## src/hdl/rss_pkg.sv

```systemverilog
// Constants, codes and types for the run command and speed step selector.
// Assumes one 40 MHz clock domain and contact inputs already synchronous to it.
// Function
// - Nine steps: presets one-eight of the sixteen plus one jog
// - Contact codes 3,4,5,6 select step bits, jog
// - Second analog auxiliary mode: bit1 picks master/auxiliary
// - Step bits form binary index choosing presets one-eight
// - All off selects reference one, the master
// - Jog select overrides step bits
// - Step one uses first analog when source one
// - Step two uses second analog for code 2
// - Step three uses third analog for code 3
// - Run source: keys, terminals, serial, option board
// - Two-wire: forward contact on runs forward
// - Two-wire: reverse contact on runs reverse
// - Two-wire scheme is the default after initialization
// - Contact code 0 enables three-wire, gives direction
// - Three-wire init assigns input three as direction
// - Three-wire latches qualified run pulse internally
// - Reference source: operator, analog, serial, option, pulse
package rss_pkg;
  localparam int unsigned CLK_HZ        = 40_000_000;
  localparam int unsigned RUN_HOLD_MS   = 50;
  localparam int unsigned RUN_HOLD_CYC  = (CLK_HZ / 1000) * RUN_HOLD_MS;
  localparam int unsigned NUM_MF        = 10;
  localparam int unsigned NUM_PRESETS   = 16;
  localparam int unsigned NUM_STEPS     = NUM_PRESETS + 1;
  localparam int unsigned DIR_INPUT_IDX = 2;
  localparam logic [7:0] FN_THREE_WIRE = 8'h00;
  localparam logic [7:0] FN_STEP1      = 8'h03;
  localparam logic [7:0] FN_STEP2      = 8'h04;
  localparam logic [7:0] FN_STEP3      = 8'h05;
  localparam logic [7:0] FN_JOG        = 8'h06;
  localparam logic [7:0] FN_UNUSED_DEF = 8'h0f;
  localparam logic [7:0] AN_AUX_REF    = 8'h02;
  localparam logic [7:0] AN_AUX_REF2   = 8'h03;
  localparam logic [7:0] AN_NOT_USED   = 8'h1f;
  localparam logic [1:0] INIT_TWO_WIRE   = 2'h0;
  localparam logic [1:0] INIT_THREE_WIRE = 2'h1;
  localparam logic [4:0] JOG_IDX       = 5'h10;
  typedef enum logic [1:0] {RSS_RUN_KEYS, RSS_RUN_TERM, RSS_RUN_SERIAL, RSS_RUN_OPTION} rss_run_src_t;
  typedef enum logic [2:0] {RSS_REF_OPER, RSS_REF_ANALOG, RSS_REF_SERIAL, RSS_REF_OPTION, RSS_REF_PULSE}
    rss_ref_src_t;
  localparam rss_run_src_t RUN_SRC_DEFAULT = RSS_RUN_TERM;
  localparam rss_ref_src_t REF_SRC_DEFAULT = RSS_REF_ANALOG;
endpackage

```

## src/hdl/rss_step_if.sv

```systemverilog
// Interface carrying decoded contact functions between the top and its helpers.
// Assumes the single system clock; the signals are plain levels.
`timescale 1ns/1ps
`default_nettype none
interface rss_step_if;
  logic       step_bit1;
  logic       step_bit2;
  logic       step_bit3;
  logic       jog_sel;
  logic       three_wire;
  logic       direction_rev;
  modport decoder (output step_bit1, output step_bit2, output step_bit3, output jog_sel,
                   output three_wire, output direction_rev);
  modport user (input step_bit1, input step_bit2, input step_bit3, input jog_sel,
                input three_wire, input direction_rev);
endinterface
`default_nettype wire

```

## src/hdl/rss_contact_decode.sv

```systemverilog
// Maps multi-function contacts to step bits, jog, three-wire mode and direction.
// Assumes the function codes are static settings held by the top.
`timescale 1ns/1ps
`default_nettype none
module rss_contact_decode
  import rss_pkg::*;
#(
  parameter int unsigned N = NUM_MF
)(
  input  wire logic [N-1:0]      contact,
  input  wire logic [N*8-1:0]    contact_function_codes,
  rss_step_if.decoder            dec
);
  initial if (N < 3) $error("rss_contact_decode needs at least three inputs");

  // Each function is the OR of all contacts carrying its code; three-wire mode is set by the code alone, whatever the contact.
  always_comb
  begin
    dec.step_bit1     = 1'b0;
    dec.step_bit2     = 1'b0;
    dec.step_bit3     = 1'b0;
    dec.jog_sel       = 1'b0;
    dec.three_wire    = 1'b0;
    dec.direction_rev = 1'b0;
    for (int i = 0; i < N; i++)
    begin
      if (contact_function_codes[i*8 +: 8] == FN_STEP1) dec.step_bit1 = dec.step_bit1 | contact[i];
      if (contact_function_codes[i*8 +: 8] == FN_STEP2) dec.step_bit2 = dec.step_bit2 | contact[i];
      if (contact_function_codes[i*8 +: 8] == FN_STEP3) dec.step_bit3 = dec.step_bit3 | contact[i];
      if (contact_function_codes[i*8 +: 8] == FN_JOG)   dec.jog_sel   = dec.jog_sel | contact[i];
      if (contact_function_codes[i*8 +: 8] == FN_THREE_WIRE)
      begin
        dec.three_wire    = 1'b1;
        dec.direction_rev = dec.direction_rev | contact[i];
      end
    end
  end
endmodule
`default_nettype wire

```

## src/hdl/rss_run_latch.sv

```systemverilog
// Three-wire run latch: a run pulse held long enough is kept until stop opens.
// Assumes synchronous contacts; the hold count is a parameter for simulation.
`timescale 1ns/1ps
`default_nettype none
module rss_run_latch
  import rss_pkg::*;
#(
  parameter int unsigned HOLD_CYC = RUN_HOLD_CYC
)(
  input  wire logic clk,
  input  wire logic resetn,
  input  wire logic enable,
  input  wire logic run_contact,
  input  wire logic stop_closed,
  output logic      latched
);
  initial if (HOLD_CYC < 1) $error("rss_run_latch needs HOLD_CYC of at least one");

  logic [31:0] hold_cnt;

  // Qualifying counter; a short press is ignored because the host must hold 50 ms.
  always_ff @(posedge clk or negedge resetn)
  begin
    if (!resetn)
      hold_cnt <= 32'h0;
    else if (!enable || !run_contact || !stop_closed)
      hold_cnt <= 32'h0;
    else if (hold_cnt < HOLD_CYC)
      hold_cnt <= hold_cnt + 32'h1;
  end

  // Self-holding run; an open stop always wins over a run press.
  always_ff @(posedge clk or negedge resetn)
  begin
    if (!resetn)
      latched <= 1'b0;
    else if (!enable || !stop_closed)
      latched <= 1'b0;
    else if (hold_cnt + 32'h1 >= HOLD_CYC && run_contact)
      latched <= 1'b1;
  end

  property p_stop_clears;
    @(posedge clk) disable iff (!resetn) (enable && !stop_closed) |=> !latched;
  endproperty
  a_stop_clears: assert property (p_stop_clears) else $error("run latch held with stop open");

  property p_holds;
    @(posedge clk) disable iff (!resetn) (latched && enable && stop_closed) |=> latched;
  endproperty
  a_holds: assert property (p_holds) else $error("run latch dropped without stop");
endmodule
`default_nettype wire

```

## src/hdl/rss_selector.sv

```systemverilog
// Top of the run command and speed step selector.
// Contacts, keys and settings are synchronous plain ports; outputs are registered.
`timescale 1ns/1ps
`default_nettype none
module rss_selector
  import rss_pkg::*;
#(
  parameter int unsigned W        = 16,
  parameter int unsigned N_MF     = NUM_MF,
  parameter int unsigned HOLD_CYC = RUN_HOLD_CYC
)(
  input  wire logic                     clk,
  input  wire logic                     resetn,
  input  wire logic                     forward_run_contact,
  input  wire logic                     reverse_stop_contact,
  input  wire logic [N_MF-1:0]          mf_contact,
  input  wire logic [N_MF*8-1:0]        contact_function_codes,
  input  wire logic                     init_strobe,
  input  wire logic [1:0]               init_mode_sel,
  input  wire logic [2:0]               freq_ref_source_sel,
  input  wire logic [1:0]               run_cmd_source_sel,
  input  wire logic [7:0]               second_analog_function,
  input  wire logic [7:0]               third_analog_function,
  input  wire logic [NUM_PRESETS*W-1:0] preset_speeds,
  input  wire logic [W-1:0]             jog_speed_preset,
  input  wire logic [W-1:0]             first_analog_input,
  input  wire logic [W-1:0]             second_analog_input,
  input  wire logic [W-1:0]             third_analog_input,
  input  wire logic [W-1:0]             serial_speed_ref,
  input  wire logic [W-1:0]             option_speed_ref,
  input  wire logic [W-1:0]             pulse_speed_ref,
  input  wire logic                     key_run,
  input  wire logic                     key_reverse,
  input  wire logic                     serial_run,
  input  wire logic                     serial_reverse,
  input  wire logic                     option_run,
  input  wire logic                     option_reverse,
  output logic [W-1:0]                  speed_ref,
  output logic [4:0]                    step_index,
  output logic                          run_cmd,
  output logic                          reverse_cmd,
  output logic                          three_wire_mode,
  output logic [N_MF*8-1:0]             active_function_codes
);
  initial if (W < 1 || N_MF < 3) $error("rss_selector: bad width or contact count");

  // Function codes in force; an init sets the code of input three, the other codes pass through from the settings.
  logic            init_valid;
  logic [1:0]      init_mode;
  logic [N_MF*8-1:0] eff_codes;

  // Initialization mode is captured on a clocked strobe, two-wire after reset.
  always_ff @(posedge clk or negedge resetn)
  begin
    if (!resetn)
    begin
      init_valid <= 1'b0;
      init_mode  <= INIT_TWO_WIRE;
    end
    else if (init_strobe)
    begin
      init_valid <= 1'b1;
      init_mode  <= init_mode_sel;
    end
  end

  // Init overrides input three only; other codes follow the settings port.
  always_comb
  begin
    eff_codes = contact_function_codes;
    if (init_valid && init_mode == INIT_THREE_WIRE)
      eff_codes[DIR_INPUT_IDX*8 +: 8] = FN_THREE_WIRE;
    else if (init_valid)
      eff_codes[DIR_INPUT_IDX*8 +: 8] = FN_UNUSED_DEF;
  end

  rss_step_if sif ();

  rss_contact_decode #(.N(N_MF)) u_decode (
    .contact                (mf_contact),
    .contact_function_codes (eff_codes),
    .dec                    (sif.decoder)
  );

  // Run source is terminals in three-wire mode and the stop contact must be closed.
  logic run_latched;
  logic term_sel;
  assign term_sel = (rss_run_src_t'(run_cmd_source_sel) == RSS_RUN_TERM) && sif.three_wire;

  rss_run_latch #(.HOLD_CYC(HOLD_CYC)) u_latch (
    .clk         (clk),
    .resetn      (resetn),
    .enable      (term_sel),
    .run_contact (forward_run_contact),
    .stop_closed (reverse_stop_contact),
    .latched     (run_latched)
  );

  // Step index: jog first, then binary of the three step bits.
  function automatic logic [4:0] pick_index(input logic b1, input logic b2, input logic b3, input logic jog);
    if (jog)
      pick_index = JOG_IDX;
    else
      pick_index = {2'b00, b3, b2, b1};
  endfunction

  logic [4:0]   next_step_index;
  logic [W-1:0] next_speed_ref;
  logic [W-1:0] preset_val;
  logic [W-1:0] step_val;
  logic         aux_mode;

  assign next_step_index = pick_index(sif.step_bit1, sif.step_bit2, sif.step_bit3, sif.jog_sel);
  assign aux_mode        = (second_analog_function == AN_AUX_REF);

  // Preset table lookup; index sixteen selects the jog preset.
  always_comb
  begin
    if (next_step_index == JOG_IDX)
      preset_val = jog_speed_preset;
    else
      preset_val = preset_speeds[next_step_index[3:0]*W +: W];
  end

  // Analog steps replace presets one to three when configured for it.
  always_comb
  begin
    step_val = preset_val;
    if (rss_ref_src_t'(freq_ref_source_sel) == RSS_REF_ANALOG)
    begin
      if (next_step_index == 5'h00)
        step_val = first_analog_input;
      else if (next_step_index == 5'h01 && aux_mode)
        step_val = second_analog_input;
      else if (next_step_index == 5'h02 && third_analog_function == AN_AUX_REF2)
        step_val = third_analog_input;
    end
  end

  // Source routing; multi-step applies to every source, step one taking the serial, option or pulse reference for those sources.
  always_comb
  begin
    case (rss_ref_src_t'(freq_ref_source_sel))
      RSS_REF_OPER:   next_speed_ref = step_val;
      RSS_REF_ANALOG: next_speed_ref = step_val;
      RSS_REF_SERIAL: next_speed_ref = (next_step_index == 5'h00) ? serial_speed_ref : step_val;
      RSS_REF_OPTION: next_speed_ref = (next_step_index == 5'h00) ? option_speed_ref : step_val;
      RSS_REF_PULSE:  next_speed_ref = (next_step_index == 5'h00) ? pulse_speed_ref : step_val;
      default:        next_speed_ref = step_val;
    endcase
  end

  // Registered speed outputs.
  always_ff @(posedge clk or negedge resetn)
  begin
    if (!resetn)
    begin
      speed_ref  <= '0;
      step_index <= 5'h00;
    end
    else
    begin
      speed_ref  <= next_speed_ref;
      step_index <= next_step_index;
    end
  end

  // Run command routing per source; two-wire with both contacts on stops for safety.
  logic next_run;
  logic next_rev;
  always_comb
  begin
    next_run = 1'b0;
    next_rev = 1'b0;
    case (rss_run_src_t'(run_cmd_source_sel))
      RSS_RUN_KEYS:
      begin
        next_run = key_run;
        next_rev = key_reverse;
      end
      RSS_RUN_TERM:
      begin
        if (sif.three_wire)
        begin
          next_run = run_latched;
          next_rev = sif.direction_rev;
        end
        else
        begin
          next_run = forward_run_contact ^ reverse_stop_contact;
          next_rev = reverse_stop_contact && !forward_run_contact;
        end
      end
      RSS_RUN_SERIAL:
      begin
        next_run = serial_run;
        next_rev = serial_reverse;
      end
      RSS_RUN_OPTION:
      begin
        next_run = option_run;
        next_rev = option_reverse;
      end
      default:
      begin
        next_run = 1'b0;
        next_rev = 1'b0;
      end
    endcase
  end

  // Registered run outputs and mode view.
  always_ff @(posedge clk or negedge resetn)
  begin
    if (!resetn)
    begin
      run_cmd               <= 1'b0;
      reverse_cmd           <= 1'b0;
      three_wire_mode       <= 1'b0;
      active_function_codes <= '0;
    end
    else
    begin
      run_cmd               <= next_run;
      reverse_cmd           <= next_rev;
      three_wire_mode       <= sif.three_wire;
      active_function_codes <= eff_codes;
    end
  end

  property p_jog_index;
    @(posedge clk) disable iff (!resetn) sif.jog_sel |=> (step_index == JOG_IDX);
  endproperty
  a_jog_index: assert property (p_jog_index) else $error("jog did not take priority");

  property p_binary_index;
    @(posedge clk) disable iff (!resetn)
      !sif.jog_sel |=> (step_index == {2'b00, $past(sif.step_bit3), $past(sif.step_bit2), $past(sif.step_bit1)});
  endproperty
  a_binary_index: assert property (p_binary_index) else $error("step index not binary of step bits");

  property p_jog_speed;
    @(posedge clk) disable iff (!resetn)
      (sif.jog_sel && rss_ref_src_t'(freq_ref_source_sel) == RSS_REF_OPER) |=> (speed_ref == $past(jog_speed_preset));
  endproperty
  a_jog_speed: assert property (p_jog_speed) else $error("jog speed not selected");

  property p_analog_one;
    @(posedge clk) disable iff (!resetn)
      (next_step_index == 5'h00 && rss_ref_src_t'(freq_ref_source_sel) == RSS_REF_ANALOG)
      |=> (speed_ref == $past(first_analog_input));
  endproperty
  a_analog_one: assert property (p_analog_one) else $error("step one not from first analog");

  property p_analog_two;
    @(posedge clk) disable iff (!resetn)
      (next_step_index == 5'h01 && aux_mode && rss_ref_src_t'(freq_ref_source_sel) == RSS_REF_ANALOG)
      |=> (speed_ref == $past(second_analog_input));
  endproperty
  a_analog_two: assert property (p_analog_two) else $error("step two not from second analog");

  property p_two_wire_fwd;
    @(posedge clk) disable iff (!resetn)
      (rss_run_src_t'(run_cmd_source_sel) == RSS_RUN_TERM && !sif.three_wire && forward_run_contact
       && !reverse_stop_contact) |=> (run_cmd && !reverse_cmd);
  endproperty
  a_two_wire_fwd: assert property (p_two_wire_fwd) else $error("two-wire forward not running");

  property p_two_wire_rev;
    @(posedge clk) disable iff (!resetn)
      (rss_run_src_t'(run_cmd_source_sel) == RSS_RUN_TERM && !sif.three_wire && !forward_run_contact
       && reverse_stop_contact) |=> (run_cmd && reverse_cmd);
  endproperty
  a_two_wire_rev: assert property (p_two_wire_rev) else $error("two-wire reverse not running");

  property p_three_wire_mode;
    @(posedge clk) disable iff (!resetn) (init_valid && init_mode == INIT_THREE_WIRE) |=> three_wire_mode;
  endproperty
  a_three_wire_mode: assert property (p_three_wire_mode) else $error("three-wire init not applied");
endmodule
`default_nettype wire

```

## config.mk

```make
export PLATFORM = sky130hd
export DESIGN_NAME = rss_selector
export DESIGN_NICKNAME = d
export VERILOG_FILES = /design/src/hdl/rss_pkg.sv /design/src/hdl/rss_step_if.sv /design/src/hdl/rss_contact_decode.sv /design/src/hdl/rss_run_latch.sv /design/src/hdl/rss_selector.sv
export SDC_FILE = /design/constraint.sdc
export NUM_CORES = 1
export LEC_CHECK = 0
export BUFFER_PORTS_ARGS = -buffer_cell sky130_fd_sc_hd__buf_2
export CORE_AREA = 2 2 230 232
export CTS_BUF_LIST = sky130_fd_sc_hd__clkbuf_4 sky130_fd_sc_hd__clkbuf_8
export DETAILED_ROUTE_END_ITERATION = 6
export DIE_AREA = 0 0 232 234
export GPL_TIMING_DRIVEN = 0
export SLEW_MARGIN = 5
export SYNTH_ARGS = -nofsm -noshare
export SYNTH_HDL_FRONTEND = slang
export SYNTH_SLANG_ARGS = --single-unit
export TNS_END_PERCENT = 5
```

## constraint.sdc

```tcl
create_clock -name clk -period 5.7 [get_ports clk]
set_input_delay 0.285 -clock clk [delete_from_list [all_inputs] [get_ports clk]]
set_output_delay 0.285 -clock clk [all_outputs]
set_load 0.005 [all_outputs]
```

==> flow_summary_export.csv <==
group,metric,value,unit
run_status,status,"finished clean",
global_routing,grt_usage,0.166,
logic_synthesis,muxShareOfSynthArea,0.0681,
logic_synthesis,synth_top_area_frac,0.435,
logic_synthesis,synthSimpleGateAreaFrac,0.260,
drt,drt-pass1-iter-count,6,
die,fp.coreArea,52000,µm²
layout,design_area,12500,µm²
logic_synthesis,synth_compound_area_frac,0.170,
timing,hold_viol,0,
pwr,vdd_drop_max,0.151,mV
layout,multi_input_area,4240,µm²
place,pre_cts_ws,0.921,ns
global_routing,grt_antenna_before_repair,10,
hold_path,whs_endpoint,"run_cmd",
drt,wl_per_cell,21.5,µm
pwr,p_leak,5.65,nW
logic_synthesis,ys_types,72,
drt,routed_via_density,4.50,
place,placed_cell_area,11200,µm²
worst_setup_path,r2r_cells,11,
layout,area_growth,56.9,%
layout,n_fill_cell,5673,
worst_setup_path,cp_max_fo,10,
clock_tree,cts_tree,"done",
clock_tree,cts_num_sinks,139,
global_routing,grt_max_degree,86,
die,std_cell_rows,84,
logic_synthesis,synth_top_family_by_area,"simple AND/OR/NAND/NOR gates",
die,floorplan.die.width,232,µm
worst_setup_path,critPathKind,"primary input to flip-flop",
clock_tree,cts-htree-levels,4,
logic_synthesis,synth-seq-area-share,0.435,
global_routing,grt_pass1_wl,64.4,mm
layout,ff_latch_area,3480,µm²
worst_setup_path,cp-end-kind,"flip-flop",
logic_synthesis,synthAdderAreaFrac,0.00470,
timing,setup_violations,0,
timing,fmaxAchievable,226,MHz
layout,stdcell_count,2146,
place,dp_hpwl,37.8,mm
logic_synthesis,synth.most_common_cell,"dfrtp_1",
logic_synthesis,synth_top_cell_by_area,"dfrtp_1",
logic_synthesis,ys.flop_type,"dfrtp_1",
pwr,p_per_area,197,nW/µm²
clock_tree,cts_buffer_depth,2,
worst_setup_path,timing.rr.start,"init_valid",
logic_synthesis,syn_inst,868,
clock_tree,clk_latency,0.55,ns
logic_synthesis,synthXorXnorAreaFrac,0.0263,
clock_tree,root_buffer,"clkbuf_8",
global_routing,globalRoute.totalOverflow,0,
logic_synthesis,ys_warn_count,0,
logic_synthesis,yosys-top-cells-area,"dfrtp_1 (44%), nand2_1 (5.3%), nand3_1 (3.4%), nor2_1 (3.3%), mux2_2 (3.2%)",
timing,worstMarginPinSlew,1.19,ns
drt,ant_nets,0,
drt,dr_total_vias,9663,
die,io_pins,596,
hold_path,min-delay-start,"serial_run",
die,die-area,54300,µm²
timing,min_period_over_period,0.777,
layout,drive_above_1_share,0.387,
place,gp_congestion,0.923,
drt,drtIter0Drc,659,
timing,fin_tns_setup,0,ns
drt,drc,0,
clock_tree,cts_hold_buf,88,
worst_setup_path,ff2ff_setup_slack,1.47,ns
logic_synthesis,ys_ff_latch,139,
clock_tree,clkTransAtPathRegs,0.10,ns
clock_tree,post-cts-setup-buffers,0,
logic_synthesis,async_reset_ff_frac,1.00,
timing,min_period,4.43,ns
global_routing,grt_pass1_vias,9740,
logic_synthesis,synth_edf_count,0,
timing,final.setup_skew,0.0252,ns
run,drv_cap,0,
timing,slew-limit-headroom,0.205,
timing,finalWorstSetupSlack,1.27,ns
worst_setup_path,critical_path_arrival,4.84,ns
logic_synthesis,syn_area,7990,µm²
hold_path,min_path_cells,2,
die,die_y,234,µm
logic_synthesis,synth_nets,1363,
drt,wirelength,46.0,mm
timing,rsz0062_at_grt,"no",
timing,drv_slew,0,
worst_setup_path,r2r-end,"speed_ref[3]",
worst_setup_path,startpoint_type,"primary input",
worst_setup_path,critPathRequiredTime,6.11,ns
die,initial_core_util,0.154,
logic_synthesis,synth.avg_cell_area,9.21,µm²
clock_tree,ctsResizeCount,0,
clock_tree,cts_buffers,17,
place,port_buffers,466,
layout,fin_nets,1937,
hold_path,hp-class,"primary input to flip-flop",
place,dp_cells,2023,
logic_synthesis,netlist_top_cells_count,"dfrtp_1 (139), nand2_1 (112), nor2_1 (70)",
-- cell type report --
type / count / area share
Clock buffer: 19 / 0.0209
Inverter: 16 / 0.00479
Timing Repair Buffer: 555 / 0.259
Tap cell: 688 / 0.0686
Multi-Input combinational cell: 665 / 0.338
Antenna cell: 3 / 0.000599
Sequential cell: 139 / 0.277
Buffer: 48 / 0.0180
Clock inverter: 13 / 0.0132
-- flip-flops by register name, summed over array words and instances, names as in the netlist --
signal / count
step_index: 4
reverse_cmd: 1
init_valid: 1
init_mode: 2
active_function_codes: 80
u_latch.latched: 1
speed_ref: 16
three_wire_mode: 1
u_latch.hold_cnt: 32
run_cmd: 1
-- where the power goes --
part	switching, W	internal [W]
Sequential	0.0000142	0.00104
Combinational	0.000266	0.000243
Clock	0.000451	0.000458
Total	0.000732	0.00174
-- worst max-delay path by stage --
stage / to / startpoint / slack (ns) / depth (start not counted)
after floorplan: speed_ref[4] / contact_function_codes[37] / 2.90 / 9
after global placement: speed_ref[9] / contact_function_codes[36] / 0.94 / 12
after detailed placement: speed_ref[9] / contact_function_codes[37] / 0.92 / 12
after CTS: speed_ref[9] / contact_function_codes[37] / 1.05 / 13
after global routing: speed_ref[9] / contact_function_codes[37] / 0.69 / 13
final: speed_ref[3] / contact_function_codes[54] / 1.27 / 13
-- per-layer routing --
layer | share of wire | track usage | vias to the layer above
li1 | - | - | 4423
met4 | 0.039 | 0.0793 | 12
met1 | 0.39 | 0.183 | 4649
met3 | 0.069 | 0.0429 | 75
met5 | 0.0018 | 0 | -
met2 | 0.50 | 0.298 | 504
-- layout by cell type (no fill, tap or decap), types with 17 or more instances in the layout --
cell type,synthesis,routed
mux2i_1,24,24
o22ai_1,28,28
and3_1,21,21
buf_2,12,477
nand2_1,112,112
nor3_1,29,29
dlygate4sd3_1,0,88
clkbuf_8,0,19
nand3_1,55,55
nor2_1,70,70
a31oi_1,17,17
dfrtp_1,139,139
clkbuf_1,25,25
a21oi_1,39,39
mux2_2,23,23
-- cells by family (layout without fill, tap and decap cells) --
logic type / Yosys count / in the layout
muxes: 49 / 49
AOI/OAI and AO/OA: 190 / 190
adders and majority gates: 3 / 3
and+or+nand+nor: 398 / 398
other: 1 / 4
xor gates and xnor gates: 24 / 24
buffers and inverters: 64 / 651
DFF: 139 / 139
-- stage by stage --
stage | hold slack, ns | power [W] | util
6_report | 0.0971 | 0.00247 | 0.241
5_1_grt | 0.0595 | 0.00259 | 0.241
4_1_cts | 0.00511 | 0.00252 | 0.241
3_5_place_dp | 0.271 | 0.00153 | 0.216
3_3_place_gp | 0.403 | 0.00152 | 0.215
2_1_floorplan | -0.0106 | 0.00121 | -
-- critical path, stage by stage --
cell and delay, ns:
dlygate4sd3_1 0.53, buf_2 0.11, nor2_1 0.12, and4_1 0.25, a311oi_1 0.41, and3_1 0.22
clkbuf_1 0.68, inv_1 0.23, nor3_1 0.80, buf_2 0.38, buf_2 0.31, a21oi_1 0.11
a222oi_1 0.40
Note: power is estimated with default switching activity, not from simulation.
